$ cat src/rtl/aot_params.svh
// Timing counts and encodings for the auto-off override timer
`ifndef AOT_PARAMS_SVH
`define AOT_PARAMS_SVH
`define AOT_CLK_MHZ          125
`define AOT_SETTLE_MS        250
`define AOT_RECAL_MS         200
`define AOT_SUSTAIN_MS       65
`define AOT_CANCEL_MS        250
`define AOT_BASE15_MIN       15
`define AOT_BASE60_MIN       60
`define AOT_MULT_LOW         1
`define AOT_MULT_HIGH        24
`define AOT_CYC_PER_MS       (`AOT_CLK_MHZ * 1000)
`define AOT_SETTLE_CYC       (`AOT_SETTLE_MS * `AOT_CYC_PER_MS)
`define AOT_RECAL_CYC        (`AOT_RECAL_MS * `AOT_CYC_PER_MS)
`define AOT_SUSTAIN_CYC      (`AOT_SUSTAIN_MS * `AOT_CYC_PER_MS / 2)
`define AOT_CANCEL_CYC       ((`AOT_SUSTAIN_MS + `AOT_CANCEL_MS) * `AOT_CYC_PER_MS / 2)
`define AOT_MS_PER_MIN       60000
`define AOT_TIME_LOW         2'h0
`define AOT_TIME_HIGH        2'h1
`define AOT_TIME_OUT         2'h2
`endif

$ cat src/rtl/aot_pkg.sv
// Types for the auto-off override timer
package aot_pkg;
    typedef enum logic [4:0] {
        AOT_SETTLE = 5'b0_0001,
        AOT_RECAL  = 5'b0_0010,
        AOT_RUN    = 5'b0_0100,
        AOT_HOLD   = 5'b0_1000,
        AOT_CANCEL = 5'b1_0000
    } aot_state_t;
    typedef struct packed {
        logic       touch;
        logic       cycle_end;
        logic       mult_level;
        logic [1:0] time_sel;
        logic       active_low;
    } aot_in_t;
endpackage : aot_pkg

$ cat src/rtl/aot_timer.sv
// Auto-off timer with sustain/cancel override for a toggle touch key
`timescale 1ns/10ps
`include "aot_params.svh"
module aot_timer
    import aot_pkg::*;
#(
    parameter int unsigned SETTLE_CYC  = `AOT_SETTLE_CYC,
    parameter int unsigned RECAL_CYC   = `AOT_RECAL_CYC,
    parameter int unsigned SUSTAIN_CYC = `AOT_SUSTAIN_CYC,
    parameter int unsigned CANCEL_CYC  = `AOT_CANCEL_CYC,
    parameter longint unsigned MIN_CYC = 64'(`AOT_MS_PER_MIN) * 64'(`AOT_CYC_PER_MS)
) (
    input  wire logic    SYS_CLK,
    input  wire logic    RST_N,
    input  wire aot_in_t SENSE_IN,
    output logic         KEY_OUT,
    output logic         OUT_VALID,
    output logic         BURST_EN,
    output logic         RECAL_BUSY
);
    // Base delays in clock cycles; a bench may shrink MIN_CYC to reach them
    localparam longint unsigned T15 = 64'(`AOT_BASE15_MIN) * MIN_CYC;
    localparam longint unsigned T60 = 64'(`AOT_BASE60_MIN) * MIN_CYC;

    aot_state_t  state;
    aot_state_t  next_state;
    logic [31:0] phase_cnt;
    logic [31:0] next_phase_cnt;
    logic [31:0] ovr_cnt;
    logic [31:0] next_ovr_cnt;
    logic [63:0] off_cnt;
    logic [63:0] next_off_cnt;
    logic        on_state;
    logic        next_on_state;
    logic        ref_level;
    logic        next_ref_level;
    logic        mult24;
    logic        next_mult24;
    logic        line_ovr;
    logic [63:0] delay_cyc;
    logic [63:0] base_cyc;
    logic        no_auto_off;

    // Next values of the output flops
    logic        next_key_out;
    logic        next_out_valid;
    logic        next_burst_en;
    logic        next_recal_busy;

    // Override means away from the strap level, so either strap can be pulsed
    assign line_ovr = SENSE_IN.mult_level != ref_level;

    // Delay counts are 64 bits: an hour times twenty-four overflows 32 bits at this clock
    always_comb begin
        no_auto_off = 1'b0;
        base_cyc    = T15;
        // Polarity swaps the meaning of the low and high straps
        case (SENSE_IN.time_sel)
            `AOT_TIME_LOW: begin
                no_auto_off = !SENSE_IN.active_low;
            end
            `AOT_TIME_HIGH: begin
                no_auto_off = SENSE_IN.active_low;
            end
            `AOT_TIME_OUT: begin
                base_cyc = T60;
            end
            default: begin
                base_cyc = T15;
            end
        endcase
        if (mult24) begin
            delay_cyc = base_cyc * 64'(`AOT_MULT_HIGH);
        end else begin
            delay_cyc = base_cyc * 64'(`AOT_MULT_LOW);
        end
    end

    always_comb begin
        next_state     = state;
        next_phase_cnt = phase_cnt;
        next_ovr_cnt   = ovr_cnt;
        next_off_cnt   = off_cnt;
        next_on_state  = on_state;
        next_ref_level = ref_level;
        next_mult24    = mult24;
        case (state)
            AOT_SETTLE: begin
                // Load held off while the supplies settle
                next_on_state = 1'b0;
                if (phase_cnt >= SETTLE_CYC - 1) begin
                    next_state     = AOT_RECAL;
                    next_phase_cnt = 32'h0000_0000;
                    // Strap is taken on the last settle cycle, after the line has settled
                    next_ref_level = SENSE_IN.mult_level;
                    next_mult24    = SENSE_IN.mult_level;
                end else begin
                    next_phase_cnt = phase_cnt + 32'h0000_0001;
                end
            end
            AOT_RECAL: begin
                // Output state is left as it was on entry
                if (phase_cnt >= RECAL_CYC - 1) begin
                    next_state     = AOT_RUN;
                    next_phase_cnt = 32'h0000_0000;
                end else begin
                    next_phase_cnt = phase_cnt + 32'h0000_0001;
                end
            end
            AOT_RUN: begin
                // Override entry beats a touch on a cycle_end cycle; a touch between cycle ends still toggles
                if (SENSE_IN.cycle_end && line_ovr) begin
                    next_state   = AOT_HOLD;
                    next_ovr_cnt = 32'h0000_0001;
                end else if (SENSE_IN.touch) begin
                    // A touch also restarts the delay
                    next_on_state = !on_state;
                    next_off_cnt  = 64'h0000_0000_0000_0000;
                end else if (on_state && !no_auto_off) begin
                    if (off_cnt >= delay_cyc - 64'h0000_0000_0000_0001) begin
                        next_on_state = 1'b0;
                        next_off_cnt  = 64'h0000_0000_0000_0000;
                    end else begin
                        next_off_cnt = off_cnt + 64'h0000_0000_0000_0001;
                    end
                end
            end
            AOT_HOLD: begin
                // No bursts in this state; the line is timed until it returns
                // A return before the sustain count is a glitch and reloads nothing
                if (!line_ovr) begin
                    next_state     = AOT_RECAL;
                    next_phase_cnt = 32'h0000_0000;
                    if (ovr_cnt >= SUSTAIN_CYC) begin
                        next_off_cnt = 64'h0000_0000_0000_0000;
                    end
                end else if (ovr_cnt >= CANCEL_CYC) begin
                    next_state    = AOT_CANCEL;
                    next_on_state = 1'b0;
                end else begin
                    next_ovr_cnt = ovr_cnt + 32'h0000_0001;
                end
            end
            AOT_CANCEL: begin
                // Touches are dropped until the line is back at its strap level
                if (!line_ovr) begin
                    next_state     = AOT_RECAL;
                    next_phase_cnt = 32'h0000_0000;
                    next_off_cnt   = 64'h0000_0000_0000_0000;
                end
            end
            default: begin
                next_state     = AOT_SETTLE;
                next_phase_cnt = 32'h0000_0000;
            end
        endcase
    end

    // Output levels are worked out here so that every port comes from a flop
    always_comb begin
        next_key_out    = next_on_state ^ SENSE_IN.active_low;
        next_out_valid  = next_state != AOT_SETTLE;
        next_burst_en   = next_state == AOT_RUN || next_state == AOT_RECAL;
        next_recal_busy = next_state == AOT_RECAL;
    end

    always_ff @(posedge SYS_CLK) begin
        if (!RST_N) begin
            state     <= AOT_SETTLE;
            phase_cnt <= 32'h0000_0000;
            ovr_cnt   <= 32'h0000_0000;
            ref_level <= 1'b0;
            mult24    <= 1'b0;
        end else begin
            state     <= next_state;
            phase_cnt <= next_phase_cnt;
            ovr_cnt   <= next_ovr_cnt;
            ref_level <= next_ref_level;
            mult24    <= next_mult24;
        end
    end

    always_ff @(posedge SYS_CLK) begin
        if (!RST_N) begin
            off_cnt  <= 64'h0000_0000_0000_0000;
            on_state <= 1'b0;
        end else begin
            off_cnt  <= next_off_cnt;
            on_state <= next_on_state;
        end
    end

    // Load pin is low through reset whatever the polarity strap says
    always_ff @(posedge SYS_CLK) begin
        if (!RST_N) begin
            KEY_OUT    <= 1'b0;
            OUT_VALID  <= 1'b0;
            BURST_EN   <= 1'b0;
            RECAL_BUSY <= 1'b0;
        end else begin
            KEY_OUT    <= next_key_out;
            OUT_VALID  <= next_out_valid;
            BURST_EN   <= next_burst_en;
            RECAL_BUSY <= next_recal_busy;
        end
    end
endmodule : aot_timer

$ cat config.mk
export PLATFORM = sky130hd
export DESIGN_NAME = aot_timer
export DESIGN_NICKNAME = d
export VERILOG_FILES = /design/src/rtl/aot_pkg.sv /design/src/rtl/aot_timer.sv
export VERILOG_INCLUDE_DIRS = /design/src /design/src/rtl
export SDC_FILE = /design/constraint.sdc
export NUM_CORES = 1
export LEC_CHECK = 0
export ABC_AREA = 1
export BUFFER_PORTS_ARGS = -buffer_cell sky130_fd_sc_hd__buf_4
export CAP_MARGIN = 20
export CORE_ASPECT_RATIO = 1.25
export CORE_MARGIN = 2
export CORE_UTILIZATION = 44
export DETAILED_ROUTE_END_ITERATION = 16
export PLACE_DENSITY = 0.66
export SLEW_MARGIN = 10
export SYNTH_ARGS = -nofsm -noshare
export SYNTH_HDL_FRONTEND = slang
export SYNTH_SLANG_ARGS = --single-unit
$ cat constraint.sdc
create_clock -name SYS_CLK -period 4.8 [get_ports SYS_CLK]
set_input_delay 0.96 -clock SYS_CLK [delete_from_list [all_inputs] [get_ports SYS_CLK]]
set_output_delay 0.96 -clock SYS_CLK [all_outputs]
set_load 0.01 [all_outputs]
==> results.py <==
metrics = {
    "run_status": {
        "status": "completed",
    },
    "critical_path": {
        "reg2reg_depth": 21,
        "arrival_ns": 4.21,
        "r2r-end": "off_cnt[10]",
        "timing.critical_path.cells": "buf_4 > nor2_1 > inv_1 > ha_1 > nand4_1 > xnor2_1 > ha_1 > nand2_1 > nor2_1 > nand3_1 > nor2_1 > nand2_1 > nand2_1 > nand2_1 > nand2_2 > nor2_4 > inv_2 > nand2_2 > nand2_4 > inv_2 > o21ai_0 > nor2_1",
        "slowest_stage": "ha_1",
        "cp.required_ns": 5.11,
        "timing.rr.start": "mult24",
        "regToRegSetupSlack_ns": 1.38,
        "max_stage_delay_ns": 0.41,
        "startpoint_type": "primary input",
        "endpoint_kind": "flip-flop",
        "critical_path_class": "primary input to flip-flop",
        "cp_max_fo": 35,
    },
    "logic_synthesis": {
        "postSynthAreaPerCell_sq_um": 6.49,
        "netlist_area_sq_um": 9460,
        "synthArstFlopShare_pct": 0,
        "synthTopCellsByArea": "dfxtp_1 29%, nand2_1 12%, nor2_1 9.5%",
        "seq_area_frac_synth_pct": 29.4,
        "synth_flop_cell": "dfxtp_1",
        "synth_edf_count": 0,
        "synthCells": 1459,
        "ys_seq_elements": 139,
        "netlist.area_leader.share_pct": 29.4,
        "synth_cell_type_count": 45,
        "synth_area_leader_cell": "dfxtp_1",
        "ys_warn_count": 0,
    },
    "cts": {
        "clock_latency_ns": 0.43,
        "clockBufferDepth": 2,
        "cts_max_level": 4,
        "cts_resized": 0,
        "cts_hold_buf": 0,
        "tritoncts": "done",
        "cts.clk_slew.worst_paths_ns": 0.06,
        "cts_sinks": 139,
        "cts_made_buffers": 17,
        "cts_setup_buffers": 0,
        "cts_root_buf": "clkbuf_16",
    },
    "place": {
        "post-dp-hpwl_um": 18900,
        "gp_congestion": 0.938,
        "portBuffers": 11,
    },
    "routing": {
        "via_per_inst": 5.25,
        "drt_iter0_markers": 698,
        "wl_per_cell_um": 14.4,
        "via_count": 9205,
        "firstDrtPassIters": 5,
        "ant_nets": 0,
        "drc": 0,
        "drt-total-wl_um": 25300,
    },
    "global_route": {
        "grt_first_pass_wirelength_um": 42300,
        "grt_use_total_pct": 23.0,
        "busiest_layer": "met2",
        "gr-usage-met2_pct": 39.7,
        "grt_overflow": 0,
        "grt_util_met1_pct": 28.7,
        "use_met3_pct": 2.98,
        "grt_max_degree": 46,
        "grt_pass1_vias": 8648,
        "antenna_found_initial": 0,
    },
    "hold_path": {
        "hold_end": "ovr_cnt[26]",
        "hold_class": "flip-flop to flip-flop",
        "hold_start": "ovr_cnt[26]",
        "hold_depth": 2,
    },
    "final_layout": {
        "diodes": 0,
        "postLayoutCoreUtil_pct": 48.5,
        "syn_to_final_growth_pct": 9.36,
        "finalNetCount": 1521,
        "drive_above_1_share_pct": 6.38,
    },
    "floorplan": {
        "io_pins": 12,
        "die_w_um": 135,
        "dieHeight_um": 168,
        "die_area_sq_um": 22700,
        "initial_core_util_pct": 44.4,
        "rows": 60,
        "core_sq_um": 21300,
    },
    "sta": {
        "setup-violations-final": 0,
        "slew-limit-headroom_pct": 37.5,
        "slew_viol_final": 0,
        "whs_ns": 0.438,
        "rsz0062_at_grt": "false",
        "finClkSkew_ns": 0.00951,
        "fmax_mhz": 257,
        "hold_viol": 0,
        "worstMarginPinSlew_ns": 0.929,
        "fin_crit_sh_pct": 81.1,
        "post-route-min-period_ns": 3.89,
        "setup_tns_ns": 0,
    },
    "power": {
        "ir_drop_mv": 0.207,
        "p_leak_nw": 4.21,
        "fin_total_pwr_mw": 2.56,
        "p_per_area_nw_per_um2": 247,
    },
    "flow_run": {
        "drv_cap": 0,
    },
}
[cell families (layout without fill, tap and decap cells)]
logic type | Yosys count | after routing | share of synthesized area [%]
fa+ha+maj | 51 | 51 | 6.74
xor+xnor | 81 | 81 | 7.50
buf+inv | 221 | 229 | 9.40
compound gates | 111 | 111 | 6.21
simple gates | 855 | 855 | 40.7
flops | 139 | 139 | 29.4
other cells | 1 | 8 | 0.0396
[routing by layer]
metal | up-vias | part of all wire, %
li1 | 4717 | -
met4 | 0 | 3.3
met1 | 4230 | 44
met5 | - | 0
met2 | 205 | 49
met3 | 53 | 3.3
[power breakdown]
group	internal, mW	switching [mW]	leakage (nW)	total, mW
registers	1.16	0.00213	1.12	1.16
logic	0.0216	0.0501	2.81	0.0717
clock network	0.784	0.545	0.278	1.33
total	1.96	0.597	4.21	2.56
[critical path, delay by kind of cell]
family	cells	cell delay, ns
AO/OA/AOI/OAI	1	0.10
adder cells (fa/ha/maj)	2	0.72
AND/OR/NAND/NOR	14	1.75
XOR/XNOR	1	0.17
buffers and inverters	4	0.48
[how the worst max path moves through the flow]
stage | start | end | slack [ns]
6_report | SENSE_IN[1] | off_cnt[10] | 0.91
5_1_grt | SENSE_IN[1] | off_cnt[10] | 0.54
4_1_cts | SENSE_IN[1] | off_cnt[10] | 0.95
3_5_place_dp | SENSE_IN[1] | off_cnt[10] | 0.53
3_3_place_gp | SENSE_IN[1] | off_cnt[10] | 0.70
2_1_floorplan | SENSE_IN[2] | off_cnt[6] | 1.41
[layout by cell type, fill, tap and decap left out, types with 3 or more instances in the layout]
cell type / instances
a21o_1: 5
a21oi_1: 75
buf_4: 19
clkbuf_16: 17
clkinv_4: 4
conb_1: 8
dfxtp_1: 139
ha_1: 51
inv_1: 169
inv_2: 8
inv_6: 3
nand2_1: 310
nand2_2: 9
nand3_1: 126
nand3_2: 6
nand4_1: 49
nor2_1: 239
nor2_2: 5
nor2_4: 4
nor3_1: 68
nor3_2: 4
nor3b_1: 6
nor4_1: 13
o21ai_0: 20
o21ai_1: 3
or2_1: 3
xnor2_1: 13
xor2_1: 68
[synthesized netlist by cell type, types with 3 or more instances]
library cell	n
inv_2	8
inv_1	169
nor3_2	4
buf_6	5
o21ai_1	3
nand2_2	9
buf_2	12
nand3_1	126
nor2_1	239
nor3_1	68
a21oi_1	75
or2_1	3
nor2_4	4
ha_1	51
clkbuf_1	21
xnor2_1	13
nor2_2	5
dfxtp_1	139
nor4_1	13
a21o_1	5
nand3_2	6
nand2_1	310
nor3b_1	6
xor2_1	68
o21ai_0	20
nand4_1	49
[registers in the layout, indices dropped and copies added (netlist names)]
signal      flops
off_cnt        64
ovr_cnt        32
phase_cnt      32
state           5
BURST_EN        1
KEY_OUT         1
OUT_VALID       1
RECAL_BUSY      1
mult24          1
on_state        1
[through the flow]
step | std cells | setup slack (ns) | instance area (sq um)
finish | 1753 | 0.907 | 10300
global route | 1753 | 0.543 | 10300
CTS | 1753 | 0.949 | 10300
detailed placement | 1722 | 0.527 | 9770
global placement | 1722 | 0.697 | 9770
floorplan | 1466 | 1.41 | 9490
[area by class of cell]
type	count	area, sq um
Fill cell	2238	11000
Multi-Input combinational cell	1106	5820
Sequential cell	139	2780
Inverter	179	674
Clock buffer	20	447
Tap cell	279	349
Timing Repair Buffer	19	143
Clock inverter	11	136
No activity file was read; power rests on OpenSTA's default activity.
